[src/clk_rate_pkg.sv]
// Constants, register map and decode helpers for the clock and rate block
package clk_rate_pkg;
  localparam int ADDR_W = 12; // APB byte address width
  localparam int DATA_W = 32; // APB data width
  localparam int REG_W = 16; // Register payload width
  localparam int RATE_W = 5; // Sample rate code width
  localparam int FREQ_W = 26; // Frequency in Hz, fits 49.152MHz
  localparam int IDX_W = 9; // Register index width
  localparam int DIV_W = 5; // Output divider code width
  // Register indices; byte address is four times the index
  localparam logic [IDX_W-1:0] IDX_RATE_TWO = 9'h103;
  localparam logic [IDX_W-1:0] IDX_RATE_THREE = 9'h104;
  localparam logic [IDX_W-1:0] IDX_RATE_ONE_RPT = 9'h10A;
  localparam logic [IDX_W-1:0] IDX_RATE_TWO_RPT = 9'h10B;
  localparam logic [IDX_W-1:0] IDX_RATE_THREE_RPT = 9'h10C;
  localparam logic [IDX_W-1:0] IDX_SD_CFG = 9'h112;
  localparam logic [IDX_W-1:0] IDX_SD_RATE_ONE = 9'h113;
  localparam logic [IDX_W-1:0] IDX_SD_RATE_TWO = 9'h114;
  localparam logic [IDX_W-1:0] IDX_SD_RATE_ONE_RPT = 9'h11B;
  localparam logic [IDX_W-1:0] IDX_SD_RATE_TWO_RPT = 9'h11C;
  localparam logic [IDX_W-1:0] IDX_BLOCK_STATUS = 9'h120;
  localparam logic [IDX_W-1:0] IDX_MAIN_OUT_CFG = 9'h149;
  localparam logic [IDX_W-1:0] IDX_SD_OUT_CFG = 9'h14A;
  // Reset values
  localparam logic [RATE_W-1:0] RATE_RESET = 5'h11;
  localparam logic [RATE_W-1:0] REPORT_RESET = 5'h00;
  localparam logic [2:0] SD_FREQ_RESET = 3'h3;
  localparam logic [3:0] SD_SRC_RESET = 4'h5;
  // Field positions
  localparam int FREQ_LSB = 8;
  localparam int FREQ_MSB = 10;
  localparam int SD_ON_BIT = 6;
  localparam int SRC_MSB = 3;
  localparam int OUT_ON_BIT = 15;
  localparam int DIV_MSB = 7;
  localparam int DIV_LSB = 3;
  localparam int SEL_MSB = 2;
  localparam int STS_OFF_BIT = 0;
  localparam int STS_MAIN_FAST_BIT = 1;
  localparam int STS_SD_FAST_BIT = 2;
  // Second domain source codes
  localparam logic [3:0] SRC_MREF_ONE = 4'h0;
  localparam logic [3:0] SRC_MREF_TWO = 4'h1;
  localparam logic [3:0] SRC_LOOP_ONE = 4'h4;
  localparam logic [3:0] SRC_LOOP_TWO = 4'h5;
  localparam logic [3:0] SRC_BCLK_ONE = 4'h8;
  localparam logic [3:0] SRC_BCLK_TWO = 4'h9;
  localparam logic [3:0] SRC_BCLK_THREE = 4'hA;
  // Highest defined frequency code, and the 44.1k family prefix
  localparam logic [2:0] FREQ_CODE_MAX = 3'h3;
  localparam logic [1:0] FAMILY_44K = 2'h1;
  localparam int SHUTDOWN_CYCLES_DEF = 8; // Wind-down time of the second domain
  localparam logic [DIV_W-1:0] DIV_BYPASS_MAX = 5'h01;

  // Frequency in Hz of a frequency code; zero for reserved codes
  function automatic logic [FREQ_W-1:0] freq_hz(input logic [2:0] code, input logic fam);
    case (code)
      3'h0: freq_hz = fam ? 26'd5644800 : 26'd6144000;
      3'h1: freq_hz = fam ? 26'd11289600 : 26'd12288000;
      3'h2: freq_hz = fam ? 26'd22579200 : 26'd24576000;
      3'h3: freq_hz = fam ? 26'd45158400 : 26'd49152000;
      default: freq_hz = '0;
    endcase
  endfunction : freq_hz

  // True for the defined sample rate codes
  function automatic logic rate_valid(input logic [RATE_W-1:0] code);
    rate_valid = (code <= 5'h05) || (code >= 5'h09 && code <= 5'h0D) ||
                 (code >= 5'h10 && code <= 5'h13);
  endfunction : rate_valid
endpackage : clk_rate_pkg

[src/div_if.sv]
// Carrier between the top and an output clock divider
interface div_if;
  logic on; // Output clock enable
  logic [clk_rate_pkg::DIV_W-1:0] div; // Divider code
  logic src; // Source clock level, sampled on MCLK
  logic out; // Divided clock level
  modport ctrl (output on, output div, output src, input out);
  modport gen (input on, input div, input src, output out);
endinterface : div_if

[src/clk_out_divider.sv]
// Divides a sampled source clock by a programmable ratio
module clk_out_divider (
  input wire logic MCLK,
  input wire logic RST_N,
  input wire logic CE,
  div_if.gen d
);
  logic src_q; // Previous source level
  logic [clk_rate_pkg::DIV_W-1:0] cnt_q; // Source period counter
  logic [clk_rate_pkg::DIV_W-1:0] ratio; // Effective ratio
  logic [clk_rate_pkg::DIV_W-1:0] cnt_d;
  logic out_q;
  logic rise;

  // Codes 0 and 1 both mean divide by one
  always_comb begin
    ratio = (d.div <= clk_rate_pkg::DIV_BYPASS_MAX) ? 5'h01 : d.div;
    rise = d.src && !src_q;
    cnt_d = (cnt_q >= ratio - 5'h01) ? '0 : cnt_q + 5'h01;
  end

  // Edge history of the source
  always_ff @(posedge MCLK or negedge RST_N) begin
    if (!RST_N) begin
      src_q <= 1'b0;
    end else if (CE) begin
      src_q <= d.src;
    end
  end

  // Counter and output; high for the first half, rounded up
  always_ff @(posedge MCLK or negedge RST_N) begin
    if (!RST_N) begin
      cnt_q <= '0;
      out_q <= 1'b0;
    end else if (CE) begin
      if (!d.on) begin
        cnt_q <= '0;
        out_q <= 1'b0;
      end else if (ratio == 5'h01) begin
        out_q <= d.src;
      end else if (rise) begin
        cnt_q <= cnt_d;
        // Six bits so that divide by 31 cannot wrap the half point to zero
        out_q <= {1'b0, cnt_d} < (({1'b0, ratio} + 6'h01) >> 1);
      end
    end
  end

  assign d.out = out_q;

  chk_div_off: assert property (@(posedge MCLK) disable iff (!RST_N || !CE)
    !d.on |=> !d.out) else $error("Divided clock runs while disabled");
  chk_div_bypass: assert property (@(posedge MCLK) disable iff (!RST_N || !CE)
    (d.on && d.div == 5'h00) |=> (d.out == $past(d.src))) else
    $error("Divide by one does not follow the source");
endmodule : clk_out_divider

[src/clk_rate_ctrl.sv]
// Clock configuration and sample rate registers behind an APB slave
// Functional notes
// - Main rate two and three selectors, reset 11h
// - Three read-only main rate reports, reset zero
// - Second domain frequency code, four defined values
// - 44.1k family rates pick the alternative frequencies
// - Second domain source select, seven inputs, reset 0101
// - Second domain rate one selector with rate coding
// - Second domain rate two selector, same coding
// - Two read-only second domain rate reports
// - Main output frequency code, not above main clock; a higher code is still accepted and only flagged in status bit 1
// - Main output uses 44.1k family frequencies too
//
// Local design decision: the APB interface to the registers.
module clk_rate_ctrl #(
  parameter int SHUTDOWN_CYCLES = clk_rate_pkg::SHUTDOWN_CYCLES_DEF
) (
  input wire logic MCLK,
  input wire logic RST_N,
  input wire logic CE,
  input wire logic PSEL,
  input wire logic PENABLE,
  input wire logic PWRITE,
  input wire logic [clk_rate_pkg::ADDR_W-1:0] PADDR,
  input wire logic [clk_rate_pkg::DATA_W-1:0] PWDATA,
  input wire logic [3:0] PSTRB,
  output logic [clk_rate_pkg::DATA_W-1:0] PRDATA,
  output logic PREADY,
  output logic PSLVERR,
  input wire logic MAIN_DOMAIN_CLOCK,
  input wire logic MAIN_DOMAIN_ON,
  input wire logic [2:0] MAIN_FREQ_CODE,
  input wire logic [clk_rate_pkg::RATE_W-1:0] MAIN_RATE_ONE,
  input wire logic MASTER_REF_ONE,
  input wire logic MASTER_REF_TWO,
  input wire logic LOCKED_LOOP_ONE,
  input wire logic LOCKED_LOOP_TWO,
  input wire logic IFACE_ONE_BITCLK,
  input wire logic IFACE_TWO_BITCLK,
  input wire logic IFACE_THREE_BITCLK,
  output logic SECOND_DOMAIN_CLOCK,
  output logic SECOND_DOMAIN_OFF_FLAG,
  output logic [clk_rate_pkg::FREQ_W-1:0] SECOND_DOMAIN_FREQ_HZ,
  output logic [clk_rate_pkg::FREQ_W-1:0] MAIN_CLOCK_OUT_FREQ_HZ,
  output logic MAIN_CLOCK_OUT,
  output logic SECOND_CLOCK_OUT
);
  localparam int OFF_BOUND = SHUTDOWN_CYCLES + 2; // Wait bound for the off flag
  localparam logic [7:0] SHUT_MAX = 8'(SHUTDOWN_CYCLES); // Counter end value

  // Bus response flops
  logic pready_q;
  logic pslverr_q;
  logic [clk_rate_pkg::DATA_W-1:0] prdata_q;
  // Writable fields
  logic [clk_rate_pkg::RATE_W-1:0] rate_two_q; // Main rate two
  logic [clk_rate_pkg::RATE_W-1:0] rate_three_q; // Main rate three
  logic [2:0] sd_freq_q; // Second domain frequency code
  logic sd_on_q; // Second domain clock on
  logic [3:0] sd_src_q; // Second domain source select
  logic [clk_rate_pkg::RATE_W-1:0] sd_rate_one_q;
  logic [clk_rate_pkg::RATE_W-1:0] sd_rate_two_q;
  logic mo_on_q; // Main clock output on
  logic [clk_rate_pkg::DIV_W-1:0] mo_div_q;
  logic [2:0] mo_sel_q; // Main clock output frequency code
  logic so_on_q; // Second clock output on
  logic [clk_rate_pkg::DIV_W-1:0] so_div_q;
  logic [2:0] so_sel_q;
  // Reports and derived state
  logic [clk_rate_pkg::RATE_W-1:0] rpt_one_q;
  logic [clk_rate_pkg::RATE_W-1:0] rpt_two_q;
  logic [clk_rate_pkg::RATE_W-1:0] rpt_three_q;
  logic [clk_rate_pkg::RATE_W-1:0] sd_rpt_one_q;
  logic [clk_rate_pkg::RATE_W-1:0] sd_rpt_two_q;
  logic [7:0] off_cnt_q; // Wind-down counter
  logic off_flag_q;
  logic sd_clk_q;
  logic [clk_rate_pkg::FREQ_W-1:0] sd_freq_hz_q;
  logic [clk_rate_pkg::FREQ_W-1:0] mo_freq_hz_q;
  logic mo_fast_q; // Main output code above main clock
  logic so_fast_q; // Second output code above second clock
  // Decode
  logic [clk_rate_pkg::IDX_W-1:0] idx;
  logic addr_ok; // Aligned and in range
  logic hit; // Index is mapped
  logic ro; // Index is read-only
  logic [clk_rate_pkg::REG_W-1:0] rd16;
  logic [clk_rate_pkg::REG_W-1:0] wimg; // Merged write image
  logic setup;
  logic wr;
  logic sd_fam;
  logic main_fam;
  logic sd_mux;

  assign idx = PADDR[10:2];
  assign addr_ok = (PADDR[1:0] == 2'h0) && !PADDR[11];
  assign setup = PSEL && !PENABLE;
  assign wr = PSEL && PENABLE && PWRITE && pready_q && !pslverr_q;
  assign sd_fam = sd_rate_one_q[4:3] == clk_rate_pkg::FAMILY_44K;
  assign main_fam = MAIN_RATE_ONE[4:3] == clk_rate_pkg::FAMILY_44K;

  // Read image of the addressed register; reserved bits read zero
  always_comb begin
    rd16 = '0;
    hit = addr_ok;
    ro = 1'b0;
    case (idx)
      clk_rate_pkg::IDX_RATE_TWO: rd16[4:0] = rate_two_q;
      clk_rate_pkg::IDX_RATE_THREE: rd16[4:0] = rate_three_q;
      clk_rate_pkg::IDX_RATE_ONE_RPT: begin
        rd16[4:0] = rpt_one_q;
        ro = 1'b1;
      end
      clk_rate_pkg::IDX_RATE_TWO_RPT: begin
        rd16[4:0] = rpt_two_q;
        ro = 1'b1;
      end
      clk_rate_pkg::IDX_RATE_THREE_RPT: begin
        rd16[4:0] = rpt_three_q;
        ro = 1'b1;
      end
      clk_rate_pkg::IDX_SD_CFG: begin
        rd16[clk_rate_pkg::FREQ_MSB:clk_rate_pkg::FREQ_LSB] = sd_freq_q;
        rd16[clk_rate_pkg::SD_ON_BIT] = sd_on_q;
        rd16[clk_rate_pkg::SRC_MSB:0] = sd_src_q;
      end
      clk_rate_pkg::IDX_SD_RATE_ONE: rd16[4:0] = sd_rate_one_q;
      clk_rate_pkg::IDX_SD_RATE_TWO: rd16[4:0] = sd_rate_two_q;
      clk_rate_pkg::IDX_SD_RATE_ONE_RPT: begin
        rd16[4:0] = sd_rpt_one_q;
        ro = 1'b1;
      end
      clk_rate_pkg::IDX_SD_RATE_TWO_RPT: begin
        rd16[4:0] = sd_rpt_two_q;
        ro = 1'b1;
      end
      clk_rate_pkg::IDX_BLOCK_STATUS: begin
        rd16[clk_rate_pkg::STS_OFF_BIT] = off_flag_q;
        rd16[clk_rate_pkg::STS_MAIN_FAST_BIT] = mo_fast_q;
        rd16[clk_rate_pkg::STS_SD_FAST_BIT] = so_fast_q;
        ro = 1'b1;
      end
      clk_rate_pkg::IDX_MAIN_OUT_CFG: begin
        rd16[clk_rate_pkg::OUT_ON_BIT] = mo_on_q;
        rd16[clk_rate_pkg::DIV_MSB:clk_rate_pkg::DIV_LSB] = mo_div_q;
        rd16[clk_rate_pkg::SEL_MSB:0] = mo_sel_q;
      end
      clk_rate_pkg::IDX_SD_OUT_CFG: begin
        rd16[clk_rate_pkg::OUT_ON_BIT] = so_on_q;
        rd16[clk_rate_pkg::DIV_MSB:clk_rate_pkg::DIV_LSB] = so_div_q;
        rd16[clk_rate_pkg::SEL_MSB:0] = so_sel_q;
      end
      default: hit = 1'b0; // Unmapped
    endcase
    // Only the two low byte lanes carry register bits
    wimg = rd16;
    if (PSTRB[0]) begin
      wimg[7:0] = PWDATA[7:0];
    end
    if (PSTRB[1]) begin
      wimg[15:8] = PWDATA[15:8];
    end
  end

  // Response is formed in setup, so the access phase never waits
  always_ff @(posedge MCLK or negedge RST_N) begin
    if (!RST_N) begin
      pready_q <= 1'b0;
      pslverr_q <= 1'b0;
      prdata_q <= '0;
    end else if (CE) begin
      pready_q <= setup;
      if (setup) begin
        pslverr_q <= !hit || (PWRITE && ro);
        prdata_q <= (hit && !PWRITE) ? {16'h0000, rd16} : '0;
      end else begin
        pslverr_q <= 1'b0;
      end
    end
  end

  // Main domain rate selectors
  always_ff @(posedge MCLK or negedge RST_N) begin
    if (!RST_N) begin
      rate_two_q <= clk_rate_pkg::RATE_RESET;
      rate_three_q <= clk_rate_pkg::RATE_RESET;
    end else if (CE && wr) begin
      if (idx == clk_rate_pkg::IDX_RATE_TWO) begin
        rate_two_q <= wimg[4:0];
      end
      if (idx == clk_rate_pkg::IDX_RATE_THREE) begin
        rate_three_q <= wimg[4:0];
      end
    end
  end

  // Second domain configuration; the source is assumed stable while on
  always_ff @(posedge MCLK or negedge RST_N) begin
    if (!RST_N) begin
      sd_freq_q <= clk_rate_pkg::SD_FREQ_RESET;
      sd_on_q <= 1'b0;
      sd_src_q <= clk_rate_pkg::SD_SRC_RESET;
      sd_rate_one_q <= clk_rate_pkg::RATE_RESET;
      sd_rate_two_q <= clk_rate_pkg::RATE_RESET;
    end else if (CE && wr) begin
      if (idx == clk_rate_pkg::IDX_SD_CFG) begin
        sd_freq_q <= wimg[clk_rate_pkg::FREQ_MSB:clk_rate_pkg::FREQ_LSB];
        sd_on_q <= wimg[clk_rate_pkg::SD_ON_BIT];
        sd_src_q <= wimg[clk_rate_pkg::SRC_MSB:0];
      end
      if (idx == clk_rate_pkg::IDX_SD_RATE_ONE) begin
        sd_rate_one_q <= wimg[4:0];
      end
      if (idx == clk_rate_pkg::IDX_SD_RATE_TWO) begin
        sd_rate_two_q <= wimg[4:0];
      end
    end
  end

  // Output clock configuration
  always_ff @(posedge MCLK or negedge RST_N) begin
    if (!RST_N) begin
      mo_on_q <= 1'b0;
      mo_div_q <= '0;
      mo_sel_q <= '0;
      so_on_q <= 1'b0;
      so_div_q <= '0;
      so_sel_q <= '0;
    end else if (CE && wr) begin
      if (idx == clk_rate_pkg::IDX_MAIN_OUT_CFG) begin
        mo_on_q <= wimg[clk_rate_pkg::OUT_ON_BIT];
        mo_div_q <= wimg[clk_rate_pkg::DIV_MSB:clk_rate_pkg::DIV_LSB];
        mo_sel_q <= wimg[clk_rate_pkg::SEL_MSB:0];
      end
      if (idx == clk_rate_pkg::IDX_SD_OUT_CFG) begin
        so_on_q <= wimg[clk_rate_pkg::OUT_ON_BIT];
        so_div_q <= wimg[clk_rate_pkg::DIV_MSB:clk_rate_pkg::DIV_LSB];
        so_sel_q <= wimg[clk_rate_pkg::SEL_MSB:0];
      end
    end
  end

  // Reports show an active valid rate, else zero
  always_ff @(posedge MCLK or negedge RST_N) begin
    if (!RST_N) begin
      rpt_one_q <= clk_rate_pkg::REPORT_RESET;
      rpt_two_q <= clk_rate_pkg::REPORT_RESET;
      rpt_three_q <= clk_rate_pkg::REPORT_RESET;
      sd_rpt_one_q <= clk_rate_pkg::REPORT_RESET;
      sd_rpt_two_q <= clk_rate_pkg::REPORT_RESET;
    end else if (CE) begin
      rpt_one_q <= (MAIN_DOMAIN_ON && clk_rate_pkg::rate_valid(MAIN_RATE_ONE)) ?
                   MAIN_RATE_ONE : clk_rate_pkg::REPORT_RESET;
      rpt_two_q <= (MAIN_DOMAIN_ON && clk_rate_pkg::rate_valid(rate_two_q)) ?
                   rate_two_q : clk_rate_pkg::REPORT_RESET;
      rpt_three_q <= (MAIN_DOMAIN_ON && clk_rate_pkg::rate_valid(rate_three_q)) ?
                     rate_three_q : clk_rate_pkg::REPORT_RESET;
      sd_rpt_one_q <= (sd_on_q && clk_rate_pkg::rate_valid(sd_rate_one_q)) ?
                      sd_rate_one_q : clk_rate_pkg::REPORT_RESET;
      sd_rpt_two_q <= (sd_on_q && clk_rate_pkg::rate_valid(sd_rate_two_q)) ?
                      sd_rate_two_q : clk_rate_pkg::REPORT_RESET;
    end
  end

  // Off flag rises only after the wind-down, so software knows it may write
  always_ff @(posedge MCLK or negedge RST_N) begin
    if (!RST_N) begin
      off_cnt_q <= SHUT_MAX;
      off_flag_q <= 1'b1;
    end else if (CE) begin
      if (sd_on_q) begin
        off_cnt_q <= '0;
        off_flag_q <= 1'b0;
      end else if (off_cnt_q < SHUT_MAX) begin
        off_cnt_q <= off_cnt_q + 8'h01;
        off_flag_q <= off_cnt_q == SHUT_MAX - 8'h01;
      end
    end
  end

  // Source mux; reserved codes give a still clock
  always_comb begin
    case (sd_src_q)
      clk_rate_pkg::SRC_MREF_ONE: sd_mux = MASTER_REF_ONE;
      clk_rate_pkg::SRC_MREF_TWO: sd_mux = MASTER_REF_TWO;
      clk_rate_pkg::SRC_LOOP_ONE: sd_mux = LOCKED_LOOP_ONE;
      clk_rate_pkg::SRC_LOOP_TWO: sd_mux = LOCKED_LOOP_TWO;
      clk_rate_pkg::SRC_BCLK_ONE: sd_mux = IFACE_ONE_BITCLK;
      clk_rate_pkg::SRC_BCLK_TWO: sd_mux = IFACE_TWO_BITCLK;
      clk_rate_pkg::SRC_BCLK_THREE: sd_mux = IFACE_THREE_BITCLK;
      default: sd_mux = 1'b0;
    endcase
  end

  // Gated second domain clock and frequency views
  always_ff @(posedge MCLK or negedge RST_N) begin
    if (!RST_N) begin
      sd_clk_q <= 1'b0;
      sd_freq_hz_q <= '0;
      mo_freq_hz_q <= '0;
      mo_fast_q <= 1'b0;
      so_fast_q <= 1'b0;
    end else if (CE) begin
      sd_clk_q <= sd_on_q && sd_mux;
      sd_freq_hz_q <= clk_rate_pkg::freq_hz(sd_freq_q, sd_fam);
      mo_freq_hz_q <= clk_rate_pkg::freq_hz(mo_sel_q, main_fam);
      // Flag only; output still runs so software can see what it asked for
      mo_fast_q <= (mo_sel_q > clk_rate_pkg::FREQ_CODE_MAX) ||
                   (mo_sel_q > MAIN_FREQ_CODE);
      so_fast_q <= (so_sel_q > clk_rate_pkg::FREQ_CODE_MAX) || (so_sel_q > sd_freq_q);
    end
  end

  div_if mo_if ();
  div_if so_if ();
  assign mo_if.on = mo_on_q;
  assign mo_if.div = mo_div_q;
  assign mo_if.src = MAIN_DOMAIN_CLOCK;
  assign so_if.on = so_on_q;
  assign so_if.div = so_div_q;
  assign so_if.src = sd_clk_q;

  // Main clock output divider
  clk_out_divider u_main_div (
    .MCLK(MCLK),
    .RST_N(RST_N),
    .CE(CE),
    .d(mo_if.gen)
  );

  // Second clock output divider
  clk_out_divider u_second_div (
    .MCLK(MCLK),
    .RST_N(RST_N),
    .CE(CE),
    .d(so_if.gen)
  );

  assign PRDATA = prdata_q;
  assign PREADY = pready_q;
  assign PSLVERR = pslverr_q;
  assign SECOND_DOMAIN_CLOCK = sd_clk_q;
  assign SECOND_DOMAIN_OFF_FLAG = off_flag_q;
  assign SECOND_DOMAIN_FREQ_HZ = sd_freq_hz_q;
  assign MAIN_CLOCK_OUT_FREQ_HZ = mo_freq_hz_q;
  assign MAIN_CLOCK_OUT = mo_if.out;
  assign SECOND_CLOCK_OUT = so_if.out;

  chk_rate_two_write: assert property (@(posedge MCLK) disable iff (!RST_N || !CE)
    (wr && idx == clk_rate_pkg::IDX_RATE_TWO && PSTRB[0]) |=> ##1
    (rpt_two_q == (($past(MAIN_DOMAIN_ON) && clk_rate_pkg::rate_valid($past(PWDATA[4:0], 2))) ?
    $past(PWDATA[4:0], 2) : 5'h00)))
    else $error("Rate two write not mirrored");
  chk_report_idle: assert property (@(posedge MCLK) disable iff (!RST_N || !CE)
    !MAIN_DOMAIN_ON |=> (rpt_one_q == 5'h00 && rpt_three_q == 5'h00))
    else $error("Main report nonzero while domain off");
  chk_sd_family_freq: assert property (@(posedge MCLK) disable iff (!RST_N || !CE)
    (sd_freq_q == 3'h3 && sd_rate_one_q[4:3] == 2'h1) |=> sd_freq_hz_q == 26'd45158400)
    else $error("Second domain 44.1k frequency wrong");
  chk_sd_base_freq: assert property (@(posedge MCLK) disable iff (!RST_N || !CE)
    (sd_freq_q == 3'h0 && sd_rate_one_q[4:3] != 2'h1) |=> sd_freq_hz_q == 26'd6144000)
    else $error("Second domain base frequency wrong");
  chk_sd_gated: assert property (@(posedge MCLK) disable iff (!RST_N || !CE)
    (!sd_on_q || sd_src_q == 4'hB) |=> !SECOND_DOMAIN_CLOCK)
    else $error("Second domain clock runs while off or reserved");
  chk_off_flag_wait: assert property (@(posedge MCLK) disable iff (!RST_N || !CE)
    $fell(sd_on_q) |-> !off_flag_q ##[1:OFF_BOUND] off_flag_q)
    else $error("Off flag early or missing");
  chk_sd_report_off: assert property (@(posedge MCLK) disable iff (!RST_N || !CE)
    !sd_on_q |=> (sd_rpt_one_q == 5'h00 && sd_rpt_two_q == 5'h00))
    else $error("Second domain report nonzero while off");
  chk_main_too_fast: assert property (@(posedge MCLK) disable iff (!RST_N || !CE)
    (mo_sel_q > MAIN_FREQ_CODE) |=> mo_fast_q)
    else $error("Main output overspeed not flagged");
  chk_main_family: assert property (@(posedge MCLK) disable iff (!RST_N || !CE)
    (mo_sel_q == 3'h1 && MAIN_RATE_ONE[4:3] == 2'h1) |=> mo_freq_hz_q == 26'd11289600)
    else $error("Main output 44.1k frequency wrong");
  chk_sd_rate_reset: assert property (@(posedge MCLK) disable iff (!RST_N)
    $rose(RST_N) |-> (sd_rate_one_q == 5'h11 && sd_rate_two_q == 5'h11))
    else $error("Second domain rate reset wrong");
  chk_ro_refused: assert property (@(posedge MCLK) disable iff (!RST_N || !CE)
    (setup && PWRITE && idx == clk_rate_pkg::IDX_RATE_ONE_RPT && addr_ok) |=> PSLVERR)
    else $error("Write to report not refused");
endmodule : clk_rate_ctrl

[config.mk]
export PLATFORM = sky130hd
export DESIGN_NAME = clk_rate_ctrl
export DESIGN_NICKNAME = d
export VERILOG_FILES = /design/src/clk_rate_pkg.sv /design/src/div_if.sv /design/src/clk_out_divider.sv /design/src/clk_rate_ctrl.sv
export SDC_FILE = /design/constraint.sdc
export NUM_CORES = 1
export LEC_CHECK = 0
export ABC_AREA = 1
export BUFFER_PORTS_ARGS = -buffer_cell sky130_fd_sc_hd__buf_2
export CORE_MARGIN = 3
export CORE_UTILIZATION = 55
export DETAILED_ROUTE_END_ITERATION = 16
export PLACE_DENSITY_LB_ADDON = 0.1
export SKIP_LAST_GASP = 1
export SYNTH_ARGS = -nofsm -noshare
export SYNTH_HDL_FRONTEND = slang
export SYNTH_SLANG_ARGS = --single-unit
export TNS_END_PERCENT = 50
[constraint.sdc]
create_clock -name MCLK -period 5.8 [get_ports MCLK]
set_clock_uncertainty 0.15 [all_clocks]
set_input_delay 0.29 -clock MCLK [delete_from_list [all_inputs] [get_ports MCLK]]
set_output_delay 0.29 -clock MCLK [all_outputs]
set_load 0.01 [all_outputs]
==> flow_metrics.py, run 1 <==
metrics = {
    "floorplanning": {
        "core_area_um2": 15300,
        "io_pins": 161,
        "dieArea_um2": 17400,
        "die_height_um": 132,
        "rows": 45,
        "start_util_pct": 56.8,
        "die-width_um": 132,
    },
    "final_layout": {
        "final_nets": 1353,
        "ff_latch_area_um2": 3600,
        "multiInputGateArea_um2": 4370,
        "area_delta_synth_final_pct": 13.6,
        "final_common_cell": "nand2_1",
        "diodes": 0,
        "final_cell_mix": "nand2_1 (336), nand3_1 (133), dfrtp_1 (129), nor2_1 (100), inv_1 (100)",
        "layout-drive-gt1-share_pct": 16.1,
        "num-fill-cells": 1365,
        "final_cells": 1473,
    },
    "detailed_routing": {
        "drtAntennaViolNets": 0,
        "drt_pre_antenna_iters": 5,
        "wl_met3_um": 1690,
        "drt_wl_total_um": 23400,
        "wl_met2_um": 10800,
        "via_per_inst": 5.37,
        "wl_met1_um": 9980,
        "highest_layer": "met4",
        "vias": 7911,
        "drt_first_iter_violations": 617,
        "wl_per_cell_um": 15.9,
        "drcViolationCount": 0,
    },
    "power": {
        "power_mw": 2.34,
        "combPwrFrac_pct": 6.8,
        "p_leak_nw": 5.09,
        "power_switching_mw": 0.598,
        "p_per_area_nw_per_um2": 237,
        "p_int_mw": 1.75,
        "switching_share_pct": 25.5,
        "vdd_drop_max_v": 0.000224,
        "seqPwrFrac_pct": 43.4,
        "pwr-share-clk_pct": 49.8,
    },
    "clock_network": {
        "cts_root_buf": "clkbuf_16",
        "cts.sinks": 143,
        "path_clk_slew_ns": 0.06,
        "cts_resized": 0,
        "clkLatencyLatePin_ns": 0.43,
        "cts_buffers": 17,
        "cts-htree-levels": 4,
        "cts_tree": "built",
        "clockBufferDepth": 2,
    },
    "timing": {
        "finalSetupViolations": 0,
        "worstMarginPinSlew_ns": 0.970,
        "min_period_over_period_pct": 62.9,
        "period_needed_ns": 3.65,
        "finalMaxSlewViolations": 0,
        "fmax_mhz": 274,
        "rsz0062_at_grt": "false",
        "relSlewSlack_pct": 35.3,
        "hold_violations": 0,
        "layout_setup_ws_ns": 2.15,
        "setup_tns_ns": 0,
    },
    "critical_path": {
        "worst_setup_path_end_kind": "flip-flop",
        "path_class": "flip-flop to flip-flop",
        "cp-start-kind": "flip-flop",
        "arrival_ns": 3.87,
        "worstPathRequired_ns": 6.02,
        "cp_max_fo": 7,
    },
    "synth": {
        "synth_xor_area_share_pct": 1.71,
        "ys_seq_area_share_pct": 41.4,
        "yosysWarnings": 0,
        "ys_ff_latch": 143,
        "yosys.area_share.simple_pct": 31.8,
        "synth_cell_types": 45,
        "synth_compound_area_share_pct": 9.84,
        "synth_top_family_by_area": "simple AND/OR/NAND/NOR gates",
        "synth_fa_ha_area_share_pct": 4.75,
        "avgSynthCellArea_um2": 7.52,
        "syn_inst": 1156,
        "syn_area_um2": 8700,
        "synth_mux_area_share_pct": 0.460,
    },
    "global_routing": {
        "grt_usage_pct": 27.4,
        "grt_pass1_vias": 7609,
        "grt_max_degree": 77,
        "antenna_found_initial": 0,
        "grt_pass1_wl_um": 38100,
        "grt_overflow_total": 0,
    },
    "min_path": {
        "hp-class": "input pin to flip-flop",
    },
    "placement": {
        "numPlacedInstances": 1431,
        "port_buffers": 100,
        "routabilityCongestion": 0.973,
        "pre_cts_ws_ns": 2.21,
        "place_hpwl_um": 17000,
    },
    "status": {
        "outcome": "finished clean",
    },
    "run": {
        "maxCapViolations": 0,
    },
}
## cells in the mapped netlist, drive strengths merged
cell type / count / area share, %
a211oi: 2 / 0.17
a21boi: 2 / 0.17
a21o: 3 / 0.26
a21oi: 20 / 1.2
a22o: 5 / 0.50
a31oi: 3 / 0.22
buf: 53 / 4.5
clkbuf: 24 / 1.0
conb: 1 / 0.043
dfrtp: 129 / 37
dfstp: 14 / 4.2
ha: 33 / 4.7
inv: 104 / 4.5
mux2i: 4 / 0.46
nand2: 341 / 15
nand3: 139 / 8.4
nand3b: 1 / 0.23
nand4: 6 / 0.58
nor2: 117 / 5.9
nor3: 15 / 0.92
nor3b: 3 / 0.26
o2111ai: 1 / 0.10
o211ai: 6 / 0.52
o21ai: 92 / 5.7
o21bai: 2 / 0.17
o22ai: 7 / 0.50
o31ai: 4 / 0.35
or2: 8 / 0.60
xnor2: 8 / 0.81
xor2: 9 / 0.91
## metal layers
metal / global-route usage, % / vias to the layer above
li1: - / 3873
met1: 36.8 / 3653
met2: 43.7 / 320
met3: 5.31 / 65
met4: 11.5 / 0
met5: 0 / -
## power by group through the flow
stage | combinational, mW | clock [mW] | sequential [mW]
6_report | 0.160 | 1.17 | 1.02
5_1_grt | 0.177 | 1.22 | 1.02
4_1_cts | 0.159 | 1.18 | 1.02
3_5_place_dp | 0.154 | 0 | 1.03
3_3_place_gp | 0.153 | 0 | 1.03
2_1_floorplan | 0.0970 | 0 | 1.04
## final timing paths
kind | start | to | slack [ns] | cells past startpoint
setup / recovery | so_div_q[3] | u_second_div.d.out | 2.15 | 18
hold / removal | PWDATA[7] | mo_div_q[4] | 0.05 | 3
setup reg to reg | so_div_q[3] | u_second_div.d.out | 2.15 | 18
hold reg to reg | off_cnt_q[3] | off_cnt_q[3] | 0.31 | 2
max in group asynchronous | RST_N | sd_on_q | 3.82 | 3
min in group asynchronous | RST_N | off_cnt_q[4] | 0.27 | 2
## cell families after synthesis
family,after synthesis
AOI/OAI and AO/OA,147
xor gates and xnor gates,17
adders and majority gates,33
buffers and inverters,181
DFF,143
muxes,4
other,1
and+or+nand+nor,630
## layout make-up
cell class,instances,area share (%)
multi-input cells,869,44.2
flip-flops and latches,143,36.4
inverters,104,3.95
well taps,211,2.67
clock inverters,15,2.04
repair buffers,114,6.44
clock buffers,17,4.30
## what timing repair did
item,in CTS,in global routing
endpoints found under the setup margin,0,0
endpoints found under the hold margin,73,0
buffers inserted,0,0
hold buffers,10,0
## registers in the layout (all words and copies together) (netlist names), 8 cells and up
register	count
MAIN_CLOCK_OUT_FREQ_HZ	16
off_cnt_q	8
PRDATA	12
SECOND_DOMAIN_FREQ_HZ	16
## critical path, cell delays in order, from the launching register on
cell	delay, ns
dfrtp_1	0.50
nor2_1	0.11
a31oi_1	0.39
nand3_1	0.15
xnor2_1	0.20
inv_1	0.06
ha_1	0.31
a21o_1	0.18
a21oi_1	0.18
nand2_1	0.14
nor3b_1	0.33
ha_1	0.30
a21oi_1	0.14
nor2_1	0.05
a211oi_1	0.16
nand2_1	0.08
nand2_1	0.05
nand2_1	0.05
nand2_1	0.05
## through the flow
stage | util, % | hold WS, ns | instance area [um2]
CTS | 64.5 | 0.0359 | 9880
global route | 64.5 | 0.0593 | 9880
global placement | 59.8 | 0.186 | 9160
detailed placement | 59.8 | 0.180 | 9160
floorplan | - | -0.156 | 8830
finish | 64.5 | 0.0502 | 9880
(Power assumes the default switching activity.)
==> run 2: changes to the inputs <==
- ABC_AREA: 1 -> 0
- clock period: 5.8 -> 3.7 ns (I/O delays scaled with it)
==> run 2 against run 1 <==
  * Cell count fell by 20%
  * Synthesized cell count fell by 24%
  * Combinational power rose by 110%
  * Critical endpoint unchanged
  * Largest power group unchanged
==> flow_metrics.py, run 2 <==
metrics = {
    "status": {
        "outcome": "finished clean",
    },
    "final_layout": {
        "fin_area_um2": 9690,
        "multiInputGateArea_um2": 4360,
        "final_cell_mix": "dfrtp_1 (129), nand2_1 (114), buf_2 (99), o21ai_0 (52), o2bb2ai_1 (46)",
        "layout-drive-gt1-share_pct": 21.3,
        "ff_latch_area_um2": 3600,
        "final_util_pct": 65.4,
        "diodes": 0,
        "final_nets": 1079,
        "final_common_cell": "dfrtp_1",
        "area_delta_synth_final_pct": 14.6,
        "num-fill-cells": 1213,
        "final_cells": 1172,
    },
    "detailed_routing": {
        "wl_per_cell_um": 19.7,
        "vias": 7179,
        "drcViolationCount": 0,
        "drt_wl_total_um": 23000,
        "via_per_inst": 6.13,
        "drt_pre_antenna_iters": 8,
        "drt_first_iter_violations": 571,
        "drtAntennaViolNets": 0,
    },
    "timing": {
        "period_needed_ns": 3.44,
        "hold-worst-slack_ns": 0.0216,
        "finalMaxSlewViolations": 0,
        "fmax_mhz": 290,
        "setup_tns_ns": 0,
        "worstMarginPinSlew_ns": 1.07,
        "min_period_over_period_pct": 93.1,
        "hold_violations": 0,
        "relSlewSlack_pct": 27.8,
        "rsz0062_at_grt": "true",
        "finalSetupViolations": 0,
        "layout_setup_ws_ns": 0.256,
    },
    "synth": {
        "synthTopCellsByCount": "dfrtp_1 (129), nand2_1 (114), o21ai_0 (52), o2bb2ai_1 (46), buf_4 (40)",
        "synth_cell_types": 79,
        "yosys.area.top_type": "dfrtp_1",
        "synth_top_cell_area_share_pct": 38.2,
        "synth.most_common_cell": "dfrtp_1",
        "synthFlopType": "dfrtp_1",
        "synth_edf_count": 0,
        "yosys-top-cells-area": "dfrtp_1 (38%), nand2_1 (5.1%), ha_1 (4.9%)",
        "synth_top_family_by_area": "compound AO/OA/AOI/OAI gates",
        "syn_inst": 884,
        "synth_xor_area_share_pct": 2.28,
        "synth_fa_ha_area_share_pct": 4.88,
        "async_reset_ff_share_pct": 100,
        "synth_mux_area_share_pct": 3.89,
        "ys_ff_latch": 143,
        "synth_compound_area_share_pct": 19.7,
        "syn_area_um2": 8450,
        "ys_seq_area_share_pct": 42.5,
        "avgSynthCellArea_um2": 9.56,
        "yosysWarnings": 0,
        "yosys.area_share.simple_pct": 19.0,
    },
    "placement": {
        "numPlacedInstances": 1124,
        "port_buffers": 100,
        "place_hpwl_um": 16300,
        "routabilityCongestion": 0.933,
        "pre_cts_ws_ns": 0.240,
        "postPlaceCellArea_um2": 8910,
    },
    "clock_network": {
        "path_clk_slew_ns": 0.06,
        "clkLatencyLatePin_ns": 0.43,
        "cts_tree": "built",
        "cts_root_buf": "clkbuf_16",
        "cts-htree-levels": 4,
        "cts.sinks": 143,
        "clockBufferDepth": 2,
        "postCtsSetupBuffers": 0,
        "cts_buffers": 17,
    },
    "global_routing": {
        "grt_pass1_vias": 7014,
        "busiest_layer": "met2",
        "met3_usage_pct": 6.10,
        "antenna_found_initial": 0,
        "grt_pass1_wl_um": 36800,
        "use_met2_pct": 45.8,
        "grt_usage_pct": 27.8,
        "grt_max_degree": 85,
        "met1_usage_pct": 36.9,
        "grt_overflow_total": 0,
    },
    "critical_path": {
        "worstPathCellList": "nor3_2, a21o_1, inv_1, ha_1, nand2_1, xor2_1, ha_1, a21o_1, a31o_2, a21oi_1, ha_1, a21oi_1, nor2b_1, o21ai_0, o2111ai_1, o221ai_1",
        "cp_max_fo": 7,
        "cp-start-kind": "flip-flop",
        "worst_setup_path_end_kind": "flip-flop",
        "cp_slowest_stage_delay_ns": 0.48,
        "worstPathBufferInverterCount": 1,
        "path_class": "flip-flop to flip-flop",
        "worst_path_max_delay_cell": "dfrtp_1",
        "arrival_ns": 3.63,
        "crit_top_cell": "ha_1",
        "crit_cells": 16,
        "worstRegToRegCells": 16,
        "cp_top_family": "compound AO/OA/AOI/OAI gates",
        "worstPathRequired_ns": 3.89,
    },
    "min_path": {
        "hp-class": "input pin to flip-flop",
        "hold_depth": 3,
    },
    "power": {
        "p_leak_nw": 4.31,
        "power_mw": 3.79,
        "vdd_drop_max_v": 0.000365,
        "p_per_area_nw_per_um2": 391,
    },
    "floorplanning": {
        "rows": 44,
        "io_pins": 161,
        "die-width_um": 130,
        "start_util_pct": 57.1,
        "die_height_um": 130,
        "dieArea_um2": 16900,
        "core_area_um2": 14800,
    },
    "run": {
        "maxCapViolations": 0,
    },
}
## run 2: changes by cell type in the layout (fill, tap and decap cells not counted), sizes merged, moves of 10 or more
cell and delta:
a21o +12, a21oi +10, a22o +10, inv -71, mux2 +20, nand2 -227, nand2b +17, nand3 -114
nor2 -94, nor2b +12, o21ai -30, o2bb2ai +46
## run 2: cell families (layout without fill, tap and decap cells)
kind of cell | after synthesis | in the layout
xor+xnor | 22 | 22
mux | 30 | 30
other cells | 1 | 38
compound gates | 238 | 238
buf+inv | 130 | 197
simple gates | 287 | 287
flops | 143 | 143
fa+ha+maj | 33 | 33
## run 2: report_power, final
part	internal [mW]	switching, mW	total [mW]
Combinational	0.122	0.223	0.344
Clock	1.10	0.689	1.79
Sequential	1.61	0.0395	1.65
## run 2: worst paths after layout
kind | start | end | slack, ns
worst max-delay path | so_div_q[4] | u_second_div.d.out | 0.26
worst min-delay path | PWDATA[5] | so_div_q[2] | 0.02
worst min register to register | off_cnt_q[5] | off_cnt_q[5] | 0.33
max in group asynchronous | RST_N | rate_three_q[4] | 2.16
min in group asynchronous | RST_N | u_main_div.cnt_q[3] | 0.22
worst max register to register | so_div_q[4] | u_second_div.d.out | 0.26
## run 2: layout make-up
cell class	count	area share, %
repair buffers	126	7.66
well taps	184	2.38
clock buffers	21	4.75
multi-input cells	648	45.0
flip-flops and latches	143	37.1
clock inverters	11	1.59
inverters	39	1.51
## run 2: layer usage
layer	vias up	share of wire [%]
met2	306	49
met1	3522	43
met4	0	1.7
met5	-	0
li1	3310	-
met3	41	6.6
## run 2: repair_timing
| action | CTS | global route |
|---|---|---|
| setup endpoints to repair | 0 | 2 |
| endpoints found under the hold margin | 85 | 0 |
| gates resized for setup | 0 | 2 |
| hold buffers | 16 | 0 |
## run 2: tightest hold or removal path, delay by kind of cell
kind,cells,cell delay (ns)
multiplexers,2,0.30
buffers and inverters,1,0.08
